$ cat src/design/pfo_pkg.sv
// Package for the pair failover block: sizes, timing, register map and fields.
// Assumes a single 10 MHz core clock and a three pair system with the 144 byte core frame.
package pfo_pkg;

    // System size.
    localparam int NUM_PAIRS = 3;
    localparam int FRAME_BYTES = 144;
    localparam logic [7:0] LAST_BYTE_IDX = 8'h8F;

    // Time base: the core frame lasts 500 us at a 10 MHz clock.
    localparam int CLK_PERIOD_NS = 100;
    localparam int FRAME_TIME_US = 500;
    localparam int FRAME_CYCLES = (FRAME_TIME_US * 1000) / CLK_PERIOD_NS;
    // A frame start is missing after two frame periods.
    localparam int FRAME_TIMEOUT_CYCLES = 2 * FRAME_CYCLES;
    // Pause between two start-up attempts of a failed transceiver.
    localparam int RETRY_TIME_US = 100000;
    localparam int RETRY_CYCLES = (RETRY_TIME_US * 1000) / CLK_PERIOD_NS;

    // Shared slots: frame alignment bytes and signalling bytes of the core frame.
    localparam logic [7:0] FAS_FIRST_IDX = 8'h00;
    localparam logic [7:0] FAS_LAST_IDX = 8'h02;
    localparam logic [7:0] SIG_FIRST_IDX = 8'h12;
    localparam logic [7:0] SIG_LAST_IDX = 8'h14;
    // Bits forced in shared slots while capacity is reduced.
    localparam logic [7:0] FAS_PARTIAL_BITS = 8'h20;
    localparam logic [7:0] SIG_PARTIAL_BITS = 8'h04;
    localparam logic [7:0] ALL_ONES_BYTE = 8'hFF;

    // Register map, byte addresses.
    localparam logic [7:0] REG_CTRL = 8'h00;
    localparam logic [7:0] REG_STATUS = 8'h04;
    localparam logic [7:0] REG_INT_STATUS = 8'h08;
    localparam logic [7:0] REG_INT_MASK = 8'h0C;
    localparam logic [7:0] REG_FILL = 8'h10;

    // Control fields.
    localparam int CTRL_FILL_EN_BIT = 0;
    localparam int CTRL_LOOP_BIT = 1;
    localparam int CTRL_REALLOC_BIT = 2;
    localparam logic [31:0] CTRL_RESET = 32'h0000_0005;

    // Status fields.
    localparam int STAT_OPER_BIT = 0;
    localparam int STAT_FRAME_OK_BIT = 1;
    localparam int STAT_LOOP_BIT = 2;
    localparam int STAT_FAIL_LSB = 4;
    localparam int STAT_SYNCW_LSB = 8;
    localparam int STAT_ID_LSB = 12;

    // Interrupt fields, shared by status and mask.
    localparam int INT_FAIL_LSB = 0;
    localparam int INT_RESTORE_LSB = 4;
    localparam int INT_OPER_BIT = 8;
    localparam logic [31:0] INT_MASK_RESET = 32'h0000_0000;

    // Owner of a data byte: pairs carry consecutive bytes in turn.
    function automatic logic [1:0] pfo_byte_owner(input logic [7:0] idx);
        logic [7:0] rem;
        rem = idx % 8'd3;
        return rem[1:0];
    endfunction

endpackage

$ cat src/design/pfo_failover.sv
// Pair failover top: mapping, alarm fill, section state and loopback.
// Assumes a core byte stream from the pairs, per-pair transceiver flags and a plain register port.
//
// Overview of operation
// - Core frame is 144 bytes per 500 us.
// - Healthy pairs keep their slot mapping unchanged.
// - Lost channel slots are filled with all-ones.
// - Alignment and signalling slots show reduced capacity.
// - Operations channel is sent on every pair.
// - Pair failure drives fill and optional reallocation.
// - All pairs are monitored, failed ones especially.
// - Restored pair may get its slots back.
// - Operational needs activation, correct identification, no failure.
// - Any bad pair makes the section non-operational.
// - Other pairs keep carrying data on failure.
// - Signal or alignment loss fills that pair's slots.
// - Loopback request loops every transceiver near line.
// - Sync word loss alone is no failure.
// - Activation flags report pair failure.
// - Failed transceiver retries start-up independently.
// - Reactivated link clears the pair failure flag.
//
// The register addresses and the address-and-strobe port were decided locally.
module pfo_failover
    import pfo_pkg::*;
#(
    parameter logic [31:0] RETRY = 32'(RETRY_CYCLES),
    parameter logic [31:0] FRAME_TIMEOUT = 32'(FRAME_TIMEOUT_CYCLES)
)
(
    // Clock and reset.
    input wire logic clk,
    input wire logic rst,
    // Register port.
    input wire logic [7:0] reg_addr,
    input wire logic [31:0] reg_wdata,
    input wire logic reg_wr,
    input wire logic reg_rd,
    output logic [31:0] reg_rdata,
    // Core frame bytes from the pair side.
    input wire logic core_valid,
    input wire logic core_sof,
    input wire logic [7:0] core_byte,
    // Core frame bytes toward the application interface.
    output logic app_valid,
    output logic app_sof,
    output logic [7:0] app_byte,
    // Transceiver flags, one bit per pair.
    input wire logic [NUM_PAIRS-1:0] signal_lost_flag,
    input wire logic [NUM_PAIRS-1:0] frame_align_lost_flag,
    input wire logic [NUM_PAIRS-1:0] timing_lost_flag,
    input wire logic [NUM_PAIRS-1:0] sync_word_lost_flag,
    input wire logic [NUM_PAIRS-1:0] pair_active,
    input wire logic [NUM_PAIRS-1:0] pair_id_ok,
    // Transceiver control, one bit per pair.
    output logic [NUM_PAIRS-1:0] pair_restart,
    output logic [NUM_PAIRS-1:0] pair_loopback,
    // Line-side loopback request from the application interface.
    input wire logic loop_request,
    // Operations channel toward the pairs.
    input wire logic eoc_valid,
    input wire logic [7:0] eoc_byte,
    output logic [NUM_PAIRS-1:0] pair_eoc_valid,
    output logic [7:0] pair_eoc_byte,
    // Section state and interrupt.
    output logic section_operational,
    output logic irq
);
    // Registers.
    logic [31:0] ctrl;
    logic [31:0] int_status;
    logic [31:0] int_mask;
    // Frame fill mask, restored-pair memory and last-cycle failure flags.
    logic [NUM_PAIRS-1:0] fill_mask;
    logic [NUM_PAIRS-1:0] held;
    logic [NUM_PAIRS-1:0] failed_q;
    logic oper_q;

    // Per-pair monitors.
    logic [NUM_PAIRS-1:0] failed;
    logic [NUM_PAIRS-1:0] restart;

    // Frame position.
    logic [7:0] byte_idx;
    logic frame_ok;

    // Every pair gets its own monitor, so one pair's start-up never waits on another's.
    genvar gi;
    generate
        for (gi = 0; gi < NUM_PAIRS; gi = gi + 1)
        begin : g_pair
            pfo_pair_mon #(
                .RETRY(RETRY)
            ) u_mon (
                .clk(clk),
                .rst(rst),
                .sig_lost(signal_lost_flag[gi]),
                .align_lost(frame_align_lost_flag[gi]),
                .timing_lost(timing_lost_flag[gi]),
                .active(pair_active[gi]),
                .failed(failed[gi]),
                .restart(restart[gi])
            );
        end
    endgenerate

    // Byte position within the core frame.
    pfo_frame_ctr #(
        .TIMEOUT(FRAME_TIMEOUT)
    ) u_frame (
        .clk(clk),
        .rst(rst),
        .valid(core_valid),
        .sof(core_sof),
        .byte_idx(byte_idx),
        .frame_ok(frame_ok)
    );

    // Register decode.
    wire sel_ctrl = (reg_addr == REG_CTRL);
    wire sel_status = (reg_addr == REG_STATUS);
    wire sel_int_status = (reg_addr == REG_INT_STATUS);
    wire sel_int_mask = (reg_addr == REG_INT_MASK);
    wire sel_fill = (reg_addr == REG_FILL);
    wire wr_ctrl = reg_wr & sel_ctrl;
    wire wr_int_status = reg_wr & sel_int_status;
    wire wr_int_mask = reg_wr & sel_int_mask;

    // Control fields in use.
    wire fill_en = ctrl[CTRL_FILL_EN_BIT];
    wire sw_loop = ctrl[CTRL_LOOP_BIT];
    wire realloc_en = ctrl[CTRL_REALLOC_BIT];

    // Operational only with every pair activated, identified and free of failure.
    // Sync word loss is left out on purpose: a noise burst must not take the section down.
    wire all_active = &pair_active;
    wire all_id_ok = &pair_id_ok;
    wire any_failed = |failed;
    wire next_oper = all_active & all_id_ok & ~any_failed & frame_ok;

    // Line-side loopback, asked for by the application interface or software.
    wire loop_on = loop_request | sw_loop;

    // Fill for the next frame: with fill enabled a failed pair is always filled; a restored pair stays
    // filled until reallocation is allowed, so software decides when capacity comes back.
    wire [NUM_PAIRS-1:0] want_fill = fill_en ? (failed | (held & ~{NUM_PAIRS{realloc_en}})) :
        {NUM_PAIRS{1'b0}};

    // Frame boundary: the first byte of a new frame.
    wire frame_start = core_valid & (byte_idx == 8'h00);

    // The fill mask changes only at the frame start so no frame mixes data and alarm fill.
    wire [NUM_PAIRS-1:0] active_mask = frame_start ? want_fill : fill_mask;
    wire partial = |active_mask;

    // Byte classification.
    wire in_fas = (byte_idx >= FAS_FIRST_IDX) & (byte_idx <= FAS_LAST_IDX);
    wire in_sig = (byte_idx >= SIG_FIRST_IDX) & (byte_idx <= SIG_LAST_IDX);
    wire shared_slot = in_fas | in_sig;
    wire [1:0] owner = pfo_byte_owner(byte_idx);
    wire owner_lost = active_mask[owner];

    // Output byte: data slots of lost pairs become all-ones, others pass; shared
    // slots carry a reduced-capacity indication while any pair is filled.
    wire [7:0] shared_bits = in_fas ? FAS_PARTIAL_BITS : SIG_PARTIAL_BITS;
    wire [7:0] shared_byte = partial ? (core_byte | shared_bits) : core_byte;
    wire [7:0] data_byte = owner_lost ? ALL_ONES_BYTE : core_byte;
    wire [7:0] next_app_byte = shared_slot ? shared_byte : data_byte;

    // Interrupt events: new failure, restoration, change of section state.
    wire [NUM_PAIRS-1:0] ev_fail = failed & ~failed_q;
    wire [NUM_PAIRS-1:0] ev_restore = ~failed & failed_q;
    wire ev_oper = next_oper ^ oper_q;
    wire [31:0] events = (32'(ev_fail) << INT_FAIL_LSB) | (32'(ev_restore) << INT_RESTORE_LSB) |
        (32'(ev_oper) << INT_OPER_BIT);
    wire [31:0] int_clear = wr_int_status ? reg_wdata : 32'h0000_0000;
    // A new event beats a clear written in the same cycle.
    wire [31:0] next_int_status = (int_status & ~int_clear) | events;

    // Status word.
    wire [31:0] status_word = (32'(oper_q) << STAT_OPER_BIT) | (32'(frame_ok) << STAT_FRAME_OK_BIT) |
        (32'(loop_on) << STAT_LOOP_BIT) | (32'(failed) << STAT_FAIL_LSB) |
        (32'(sync_word_lost_flag) << STAT_SYNCW_LSB) | (32'(pair_id_ok) << STAT_ID_LSB);

    // Read data select; unmapped addresses read as zero.
    wire [31:0] next_rdata = sel_ctrl ? ctrl :
        sel_status ? status_word :
        sel_int_status ? int_status :
        sel_int_mask ? int_mask :
        sel_fill ? 32'(fill_mask) : 32'h0000_0000;

    // Control register.
    always_ff @(posedge clk or posedge rst)
    begin
        if (rst)
            ctrl <= CTRL_RESET;
        else if (wr_ctrl)
            ctrl <= reg_wdata;
    end

    // Interrupt status and mask.
    always_ff @(posedge clk or posedge rst)
    begin
        if (rst)
        begin
            int_status <= 32'h0000_0000;
            int_mask <= INT_MASK_RESET;
        end
        else
        begin
            int_status <= next_int_status;
            if (wr_int_mask)
                int_mask <= reg_wdata;
        end
    end

    // Read data stands for one cycle after the read strobe only.
    always_ff @(posedge clk or posedge rst)
    begin
        if (rst)
            reg_rdata <= 32'h0000_0000;
        else if (reg_rd)
            reg_rdata <= next_rdata;
        else
            reg_rdata <= 32'h0000_0000;
    end

    // Pairs that failed and have not yet got their slots back.
    always_ff @(posedge clk or posedge rst)
    begin
        if (rst)
            held <= {NUM_PAIRS{1'b0}};
        else if (realloc_en)
            held <= failed;
        else
            held <= held | failed;
    end

    // Frame-locked fill mask.
    always_ff @(posedge clk or posedge rst)
    begin
        if (rst)
            fill_mask <= {NUM_PAIRS{1'b0}};
        else if (frame_start)
            fill_mask <= want_fill;
    end

    // Edge memories for the events.
    always_ff @(posedge clk or posedge rst)
    begin
        if (rst)
        begin
            failed_q <= {NUM_PAIRS{1'b1}};
            oper_q <= 1'b0;
        end
        else
        begin
            failed_q <= failed;
            oper_q <= next_oper;
        end
    end

    // Data path toward the application, one register stage.
    always_ff @(posedge clk or posedge rst)
    begin
        if (rst)
        begin
            app_valid <= 1'b0;
            app_sof <= 1'b0;
            app_byte <= 8'h00;
        end
        else
        begin
            app_valid <= core_valid;
            app_sof <= frame_start;
            app_byte <= core_valid ? next_app_byte : 8'h00;
        end
    end

    // The operations channel goes out on every pair so it survives a single failure.
    always_ff @(posedge clk or posedge rst)
    begin
        if (rst)
        begin
            pair_eoc_valid <= {NUM_PAIRS{1'b0}};
            pair_eoc_byte <= 8'h00;
        end
        else
        begin
            pair_eoc_valid <= {NUM_PAIRS{eoc_valid}};
            pair_eoc_byte <= eoc_byte;
        end
    end

    // Transceiver control and section state.
    always_ff @(posedge clk or posedge rst)
    begin
        if (rst)
        begin
            pair_restart <= {NUM_PAIRS{1'b0}};
            pair_loopback <= {NUM_PAIRS{1'b0}};
            section_operational <= 1'b0;
            irq <= 1'b0;
        end
        else
        begin
            pair_restart <= restart;
            pair_loopback <= {NUM_PAIRS{loop_on}};
            section_operational <= next_oper;
            irq <= |(next_int_status & int_mask);
        end
    end
endmodule // pfo_failover

$ cat src/design/pfo_pair_mon.sv
// One pair's failure monitor and autonomous start-up retry.
// Assumes transceiver flags are synchronous to clk and high while the fault lasts.
module pfo_pair_mon
    import pfo_pkg::*;
#(
    parameter logic [31:0] RETRY = 32'(RETRY_CYCLES)
)
(
    // Clock and reset.
    input wire logic clk,
    input wire logic rst,
    // Transceiver activation flags.
    input wire logic sig_lost,
    input wire logic align_lost,
    input wire logic timing_lost,
    input wire logic active,
    // Monitor results.
    output logic failed,
    output logic restart
);
    logic [31:0] retry_cnt;
    wire fault_now = sig_lost | align_lost | timing_lost | ~active;
    wire link_back = active & ~sig_lost & ~align_lost & ~timing_lost;
    wire retry_due = failed & ~link_back & (retry_cnt == 32'h0000_0000);

    // The failure flag holds until the link is truly back.
    always_ff @(posedge clk or posedge rst)
    begin
        if (rst)
            failed <= 1'b1;
        else if (fault_now)
            failed <= 1'b1;
        else if (link_back)
            failed <= 1'b0;
    end

    // Start-up is retried on this pair alone until the link returns.
    always_ff @(posedge clk or posedge rst)
    begin
        if (rst)
        begin
            retry_cnt <= 32'h0000_0000;
            restart <= 1'b0;
        end
        else
        begin
            restart <= retry_due;
            if (~failed | link_back)
                retry_cnt <= 32'h0000_0000;
            else if (retry_due)
                retry_cnt <= RETRY - 32'h0000_0001;
            else
                retry_cnt <= retry_cnt - 32'h0000_0001;
        end
    end
endmodule // pfo_pair_mon

$ cat src/design/pfo_frame_ctr.sv
// Core frame byte counter and frame-start watchdog.
// Assumes the source marks the first byte of every core frame with sof beside valid.
module pfo_frame_ctr
    import pfo_pkg::*;
#(
    parameter logic [31:0] TIMEOUT = 32'(FRAME_TIMEOUT_CYCLES)
)
(
    // Clock and reset.
    input wire logic clk,
    input wire logic rst,
    // Incoming byte strobes.
    input wire logic valid,
    input wire logic sof,
    // Position in frame.
    output logic [7:0] byte_idx,
    output logic frame_ok
);
    logic [31:0] since_sof;
    logic [7:0] cnt;
    wire start = valid & sof;

    // Index of the byte now on the input; sof forces it to zero.
    assign byte_idx = sof ? 8'h00 : cnt;

    // Counts bytes; the 144 byte frame wraps by itself if sof is late.
    always_ff @(posedge clk or posedge rst)
    begin
        if (rst)
            cnt <= 8'h00;
        else if (valid)
            cnt <= (byte_idx == LAST_BYTE_IDX) ? 8'h00 : byte_idx + 8'h01;
    end

    // Watchdog: frame alignment is good only while starts keep arriving.
    always_ff @(posedge clk or posedge rst)
    begin
        if (rst)
        begin
            since_sof <= 32'h0000_0000;
            frame_ok <= 1'b0;
        end
        else if (start)
        begin
            since_sof <= 32'h0000_0000;
            frame_ok <= 1'b1;
        end
        else if (since_sof >= TIMEOUT)
            frame_ok <= 1'b0;
        else
            since_sof <= since_sof + 32'h0000_0001;
    end
endmodule // pfo_frame_ctr

$ cat config.mk
export PLATFORM = sky130hd
export DESIGN_NAME = pfo_failover
export DESIGN_NICKNAME = d
export VERILOG_FILES = /design/src/design/pfo_pkg.sv /design/src/design/pfo_failover.sv /design/src/design/pfo_pair_mon.sv /design/src/design/pfo_frame_ctr.sv
export SDC_FILE = /design/constraint.sdc
export NUM_CORES = 1
export LEC_CHECK = 0
export BUFFER_PORTS_ARGS = -buffer_cell sky130_fd_sc_hd__buf_4
export CORE_MARGIN = 3
export CORE_UTILIZATION = 30
export DETAILED_ROUTE_END_ITERATION = 10
export PLACE_DENSITY = 0.51
export SYNTH_ARGS = -nofsm -noshare
export SYNTH_HDL_FRONTEND = slang
export SYNTH_HIERARCHICAL = 1
export SYNTH_SLANG_ARGS = --single-unit
$ cat constraint.sdc
create_clock -name clk -period 5.7 [get_ports clk]
set_clock_uncertainty 0.15 [all_clocks]
set_input_delay 0 -clock clk [delete_from_list [all_inputs] [get_ports clk]]
set_output_delay 0 -clock clk [all_outputs]
set_load 0.005 [all_outputs]
==> metrics, run 1 <==
Antenna Nets Post-Route 0; Comb pwr share 0.289; clk sinks between 300 and 400; CTS resizes 0; vias in the first global route 11200; first-pass GRT wire length approximately 62 mm; GR Overflow Total 0; I/O Pins roughly 140; Initial Util 0.304; most common cell after layout, fill and taps aside dfrtp_1; CP arrival 4.66 ns; post-route minimum period about 4.4 ns; die height 226 µm; startpoint types register; post-DR vias/cell between 5 and 6; initial antenna violation count 3; drc violations 0; Post-Syn Area per Cell roughly 11 µm²; Synth warnings 6; number of enable flip-flop cells after synthesis 0; H-tree levels 2; Psw about 2.6 mW; sequential fraction of the synthesis area 0.526; crit-path max cell delay around 0.74 ns; Worst Hold Class input pin to async pin; TritonCTS clock tree built; GP Congestion ~0.77; sw frac 0.345; CP max-delay cell nor2b_1; worst skew pair latency 0.56 ns; flops & latches, synth ~300; Synthesized Nets between 1000 and 1500; CTS Hold Bufs 82; clk root buf clkbuf_16; CTS Buf Count 38; power share of the clock group 0.332; IR Drop Worst-Case VDD 0.220 mV; # setup viols final 0; Critical Path, Cell by Cell nor2b_1 > a21boi_0 > a211oi_1 > o21ai_0 > nand3_1 > ha_1 > nor4_4 > mux2i_1 > ha_1 > nor2_1 > nand2_1 > a21oi_2 > nor3_1 > a21oi_1; total negative slack 0 ns; final hold viol count 0; pin count of the biggest net entering global routing 92; Site Rows 80; Setup crit end kind register; CP most frequent cell ha_1; Final period util 0.764; post-synth cell types 87; GR Util All Layers 0.151; final wirelength between 30 and 40 mm; Top FF cell, synth dfrtp_1; CTS clk-pin slew, worst paths around 0.06 ns; layout cells sized above 1 0.227; number of port buffers around 140; die area 0.0511 mm²; Required @ worst endpoint about 6 ns; status finished clean; clk buf depth 3; die width 226 µm; Slew headroom 0.282; Max FO, Critical Path 14; final core utilization 0.382; DR WL/cell 17.8 µm; synthesized area between 0.01 and 0.015 mm²; Core Area roughly 0.048 mm²; nets@finish between 1500 and 2000; Crit Path Category register to register; Slew Limit Fails 0; Flop pwr share 0.380; Peak Freq ~230 MHz; R2R cell count 14; Lkg Pwr between 8 and 9 nW; Layout area overhead 25.7%; via count approximately 11000; PwrDens between 400 and 500 mW/mm²; fill count 4638; FFs w/ async S/R, synth 1.00; number of max-cap violations 0; Worst-Margin Slew about 1.1 ns; unrepaired setup endpoints after global routing false; post-DP HPWL roughly 25 mm; number of buffers added for setup after CTS 0; Syn Inst Count about 1300; DR pass1 iterations 5; most frequent cells in the layout 297 x dfrtp_1, 155 x buf_4, 99 x mux2_2, 85 x nor2_1, 84 x nand2_1; Initial DRC Count 679; Power Internal roughly 5 mW
==> worst max-delay path, delay by kind of cell (launching register included) <==
kind / cells / cell delay (ns)
multiplexers: 1 / 0.46
adder cells (fa/ha/maj): 2 / 0.61
AND/OR/NAND/NOR: 6 / 1.47
flip-flops: 1 / 0.40
AO/OA/AOI/OAI: 5 / 1.17
==> sequential cells by signal, indices dropped and copies added (netlist names), 3 cells and up <==
| signal | flops |
|---|---|
| g_pair.u_mon/restart | 3 |
| int_mask | 32 |
| int_status | 32 |
| pair_eoc_byte | 8 |
| held | 3 |
| u_frame/cnt | 8 |
| failed_q | 3 |
| u_frame/since_sof | 32 |
| pair_restart | 3 |
| fill_mask | 3 |
| g_pair.u_mon/retry_cnt | 96 |
| g_pair.u_mon/failed | 3 |
| ctrl | 32 |
| app_byte | 8 |
| reg_rdata | 32 |
==> routing by layer <==
metal	GRT usage	share of wire
met2	0.239	0.46
met1	0.211	0.47
met5	0	0.00034
met4	0.0403	0.019
met3	0.0313	0.047
==> logic make-up after synthesis <==
family	synth area share
AND/OR/NAND/NOR	0.192
flip-flops	0.526
AO/OA/AOI/OAI	0.134
XOR/XNOR	0.0271
adder cells (fa/ha/maj)	0.00689
buffers and inverters	0.0325
multiplexers	0.0815
==> power by group through the flow <==
| stage | clock network, mW | registers [mW] | logic (mW) |
|---|---|---|---|
| floorplan | 0 | 2.75 | 1.69 |
| global placement | 0 | 2.85 | 2.06 |
| detailed placement | 0 | 2.86 | 2.10 |
| CTS | 2.57 | 2.83 | 2.15 |
| global route | 2.65 | 2.88 | 2.43 |
| finish | 2.47 | 2.83 | 2.15 |
==> layout make-up <==
| cell class | instances | area, µm² | area share |
|---|---|---|---|
| clock buffer | 60 | 1120 | 0.0616 |
| clock inverter | 9 | 171 | 0.00939 |
| inverter | 34 | 133 | 0.00726 |
| antenna | 2 | 5.00 | 0.000274 |
| timing repair buffer | 237 | 1980 | 0.109 |
| sequential | 305 | 7640 | 0.418 |
| tap | 615 | 769 | 0.0421 |
| multi-input combinational | 918 | 6430 | 0.352 |
==> path summary, 6_finish.rpt <==
check	from	endpoint	slack [ns]
hold / removal	rst	g_pair[1].u_mon/retry_cnt[24]$_DFF_PP0_	0.03
setup / recovery	u_frame/cnt[5]$_DFFE_PP0P_	app_byte[5]$_DFF_PP0_	1.35
setup reg to reg	u_frame/cnt[5]$_DFFE_PP0P_	app_byte[5]$_DFF_PP0_	1.35
max in group asynchronous	rst	pair_eoc_byte[0]$_DFF_PP0_	3.82
hold reg to reg	g_pair[0].u_mon/restart$_DFF_PP0_	pair_restart[0]$_DFF_PP0_	0.20
min in group clk	reg_wr	ctrl[10]$_DFFE_PP0P_	0.05
==> stage by stage <==
| stage | setup slack, ns | hold slack (ns) | cells | instance area, µm² | power, mW |
|---|---|---|---|---|---|
| floorplan | 1.18 | -0.119 | 1330 | 14500 | 4.45 |
| global placement | 1.62 | -0.0401 | 2027 | 16100 | 4.92 |
| detailed placement | 1.38 | -0.0396 | 2027 | 16100 | 4.96 |
| CTS | 1.35 | 0.0188 | 2178 | 18300 | 7.55 |
| global route | 0.980 | 0.0576 | 2179 | 18300 | 7.96 |
| finish | 1.35 | 0.0253 | 2180 | 18300 | 7.46 |
==> cell usage after synthesis (23+ instances only) <==
master    count  area share
a21boi_0     27       0.014
a21oi_1      72       0.025
a22oi_1      34       0.018
and2_1       24       0.010
clkbuf_1     47       0.012
dfrtp_1     297        0.51
inv_1        34      0.0088
mux2_2       99       0.077
nand2_1      84       0.022
nand3_1      30       0.010
nor2_1       85       0.022
nor3_1       38       0.013
nor4_1       34       0.015
o21ai_0      32       0.011
o31ai_1      32       0.017
or4_1        30       0.016
xnor2_1      23       0.014
No activity file was read; power rests on OpenSTA's default activity.
==> inputs of run 2 (changes only) <==
Settings changed: ABC_AREA from default to 1.
Clock period 5.7 ns to 4.6 ns, I/O delays scaled along.
==> run 2 against run 1 <==
- the run now ends with hold timing left
- synthesized cell count grew 49%
- worst setup slack got worse by 0.19 ns
- via count increased by 18%
- cell count up 34%
- first-iteration DRC count rose by 7.7%
- critical path type unchanged
==> metrics, run 2 <==
status finished, violations left (was finished clean); failing checks hold timing; Top FF cell, synth dfrtp_1 (unchanged); Comb pwr share 0.334 (was 0.289); Peak Freq 291 MHz (was 230 MHz); Synthesized Nets 2074 (was 1420); Site Rows 82 (was 80); most frequent cells in the layout 461 x nand2_1, 317 x nor2_1, 297 x dfrtp_1, 292 x inv_1, 150 x buf_4 (was 297 x dfrtp_1, 155 x buf_4, 99 x mux2_2, 85 x nor2_1, 84 x nand2_1); Initial DRC Count 731 (was 679); die width 233 µm (was 226 µm); Layout area overhead 24.9% (was 25.7%); number of port buffers 142 (unchanged); initial antenna violation count 0 (was 3); crit-path max cell delay 0.39 ns (was 0.74 ns); PwrDens 495 mW/mm² (was 408 mW/mm²); nets@finish 2304 (was 1624); FFs w/ async S/R, synth 1.00 (unchanged); # setup viols final 0 (unchanged); CP most frequent cell nand2_2 (was ha_1); clk sinks 305 (unchanged); drc violations 0 (unchanged); Synth warnings 6 (unchanged); Psw 3.56 mW (was 2.57 mW); Setup crit end kind register (unchanged); Power Internal 5.99 mW (was 4.89 mW); post-DP HPWL 28.8 mm (was 25.3 mm); CP max-delay cell dfrtp_1 (was nor2b_1); I/O Pins 143 (unchanged); total power draw 9.55 mW (was 7.46 mW); via count 13200 (was 11200); clk buf depth 3 (unchanged); Worst-Margin Slew 1.11 ns (was 1.07 ns); post-synth top area share 0.482 (was 0.511); synthesized area 0.0154 mm² (was 0.0145 mm²); top cell type by total area after synthesis dfrtp_1 (unchanged); die height 233 µm (was 226 µm); Antenna Nets Post-Route 0 (unchanged); post-route minimum period 3.44 ns (was 4.35 ns); Syn Inst Count 1984 (was 1330); layout cells sized above 1 0.140 (was 0.227); top-count cell post-synth nand2_1 (was dfrtp_1); DR WL/cell 14.2 µm (was 17.8 µm); unrepaired setup endpoints after global routing false (unchanged); GP Congestion 0.896 (was 0.765); clk root buf clkbuf_16 (unchanged); die area 0.0542 mm² (was 0.0511 mm²); Final period util 0.748 (was 0.764); post-DR vias/cell 4.54 (was 5.14); first-pass GRT wire length 67.3 mm (was 62.1 mm); Flop pwr share 0.360 (was 0.380); final hold viol count 2 (was 0); TritonCTS clock tree built (unchanged); number of max-cap violations 0 (unchanged); final wirelength 41.4 mm (was 38.7 mm); H-tree levels 2 (unchanged); Lkg Pwr 10.1 nW (was 8.21 nW); Core Area 0.0505 mm² (was 0.0477 mm²); CP arrival 3.72 ns (was 4.66 ns); Slew headroom 0.260 (was 0.282); Slew Limit Fails 0 (unchanged); post-synth cell types 45 (was 87); WHS -0.0102 ns (was 0.0253 ns); max reg flops 96 (unchanged); synth cell count leaders 463 x nand2_1, 317 x nor2_1, 297 x dfrtp_1, 294 x inv_1, 129 x o21ai_0 (was 297 x dfrtp_1, 99 x mux2_2, 85 x nor2_1, 84 x nand2_1, 72 x a21oi_1); Finished Layout Cells 2914 (was 2180); pin count of the biggest net entering global routing 94 (was 92); most common cell after layout, fill and taps aside nand2_1 (was dfrtp_1); Max FO, Critical Path 8 (was 14); CTS resizes 0 (unchanged); sw frac 0.373 (was 0.345); Post-Syn Area per Cell 7.78 µm² (was 10.9 µm²); DR pass1 iterations 5 (unchanged); number of enable flip-flop cells after synthesis 0 (unchanged); placed cells 2756 (was 2027); vias in the first global route 13000 (was 11200); CTS Buf Count 37 (was 38); power share of the clock group 0.306 (was 0.332); IR Drop Worst-Case VDD 0.238 mV (was 0.220 mV); Required @ worst endpoint 4.88 ns (was 6.01 ns); worst skew pair latency 0.55 ns (was 0.56 ns); total negative slack 0 ns (unchanged); Initial Util 0.306 (was 0.304); startpoint types register (unchanged); number of buffers added for setup after CTS 0 (unchanged); Top reg by flops g_pair.u_mon/retry_cnt (unchanged); CTS clk-pin slew, worst paths 0.06 ns (about the same); sequential fraction of the synthesis area 0.495 (was 0.526); Worst Hold Class input pin to async pin (unchanged); Area contributors post-synth dfrtp_1 48%, nand2_1 11%, nor2_1 7.7% (was dfrtp_1 51%, mux2_2 7.7%, a21oi_1 2.5%); GR Util All Layers 0.154 (was 0.151); flops & latches, synth 305 (unchanged); GR Overflow Total 0 (unchanged); Crit Path Category register to register (unchanged)
[run 2: cell types whose count changed after synthesis, sizes merged, moves of 22 or more]
cell and change:
nand2 +406, inv +270, nor2 +251, nand3 +109, o21ai +100, mux2 -99, nor4 -39, a22oi -33
or4 -33, nor3 -32, o31ai -32, a21boi -27, and2 -22, or3 -22
[run 2: critical path, delay by kind of cell, from the launching register on]
| kind | cells | cell delay (ns) |
|---|---|---|
| and+or+nand+nor | 19 | 1.73 |
| buffers and inverters | 6 | 0.54 |
| DFF | 1 | 0.39 |
| adders and majority gates | 2 | 0.37 |
| AOI/OAI and AO/OA | 2 | 0.14 |
[run 2: metrics by stage]
stage                     hold slack [ns]  area [µm²]  worst slack [ns]  utilization
after floorplan                    -0.119       15400            0.0817            -
after global placement            -0.0395       17100              1.35        0.340
after detailed placement          -0.0396       17100              1.16        0.340
after CTS                         0.00772       19300              1.16        0.382
after global routing               0.0394       19300             0.833        0.382
final                             -0.0102       19300              1.16        0.382
[run 2: cell families after synthesis]
family          synth area share
fa+ha+maj                0.00649
xor+xnor                  0.0290
compound gates            0.0843
flops                      0.495
simple gates               0.291
buf+inv                   0.0936
[run 2: worst paths after layout]
kind / endpoint / cells after the start / slack, ns / start
worst max register to register: app_byte[4]$_DFF_PP0_ / 29 / 1.16 / u_frame/cnt[6]$_DFFE_PP0P_
worst min register to register: pair_restart[0]$_DFF_PP0_ / 0 / 0.20 / g_pair[0].u_mon/restart$_DFF_PP0_
worst min-delay path: pair_restart[1]$_DFF_PP0_ / 3 / -0.01 / rst
max in group asynchronous: g_pair[1].u_mon/retry_cnt[21]$_DFF_PP0_ / 5 / 3.05 / rst
worst max-delay path: app_byte[4]$_DFF_PP0_ / 29 / 1.16 / u_frame/cnt[6]$_DFFE_PP0P_
min in group clk: app_valid$_DFF_PP0_ / 2 / 0.04 / core_valid
[run 2: routing by layer]
metal	vias to the layer above	share of wire	global-route usage
met4	0	0.035	0.0572
li1	6657	-	-
met2	305	0.45	0.247
met5	-	0	0
met3	78	0.059	0.0344
met1	6179	0.46	0.205
[run 2: layout make-up]
class / count / area (µm²)
fill: 5281 / 31200
inverter: 309 / 1160
timing repair buffer: 242 / 2060
multi-input combinational: 1319 / 6350
antenna: 1 / 2.50
tap: 672 / 841
sequential: 305 / 7640
clock inverter: 10 / 113
clock buffer: 56 / 1110
[run 2: repair_timing]
item | CTS | global route
hold buffers | 91 | 0
hold endpoints to repair | 389 | 0
endpoints found under the setup margin | 0 | 0
[run 2: power by group through the flow]
| stage | logic, mW | registers [mW] | clock network (mW) |
|---|---|---|---|
| detailed placement | 3.13 | 3.48 | 0 |
| floorplan | 2.47 | 3.38 | 0 |
| finish | 3.19 | 3.44 | 2.92 |
| global placement | 3.10 | 3.48 | 0 |
| global route | 3.69 | 3.50 | 3.15 |
| CTS | 3.19 | 3.44 | 3.03 |
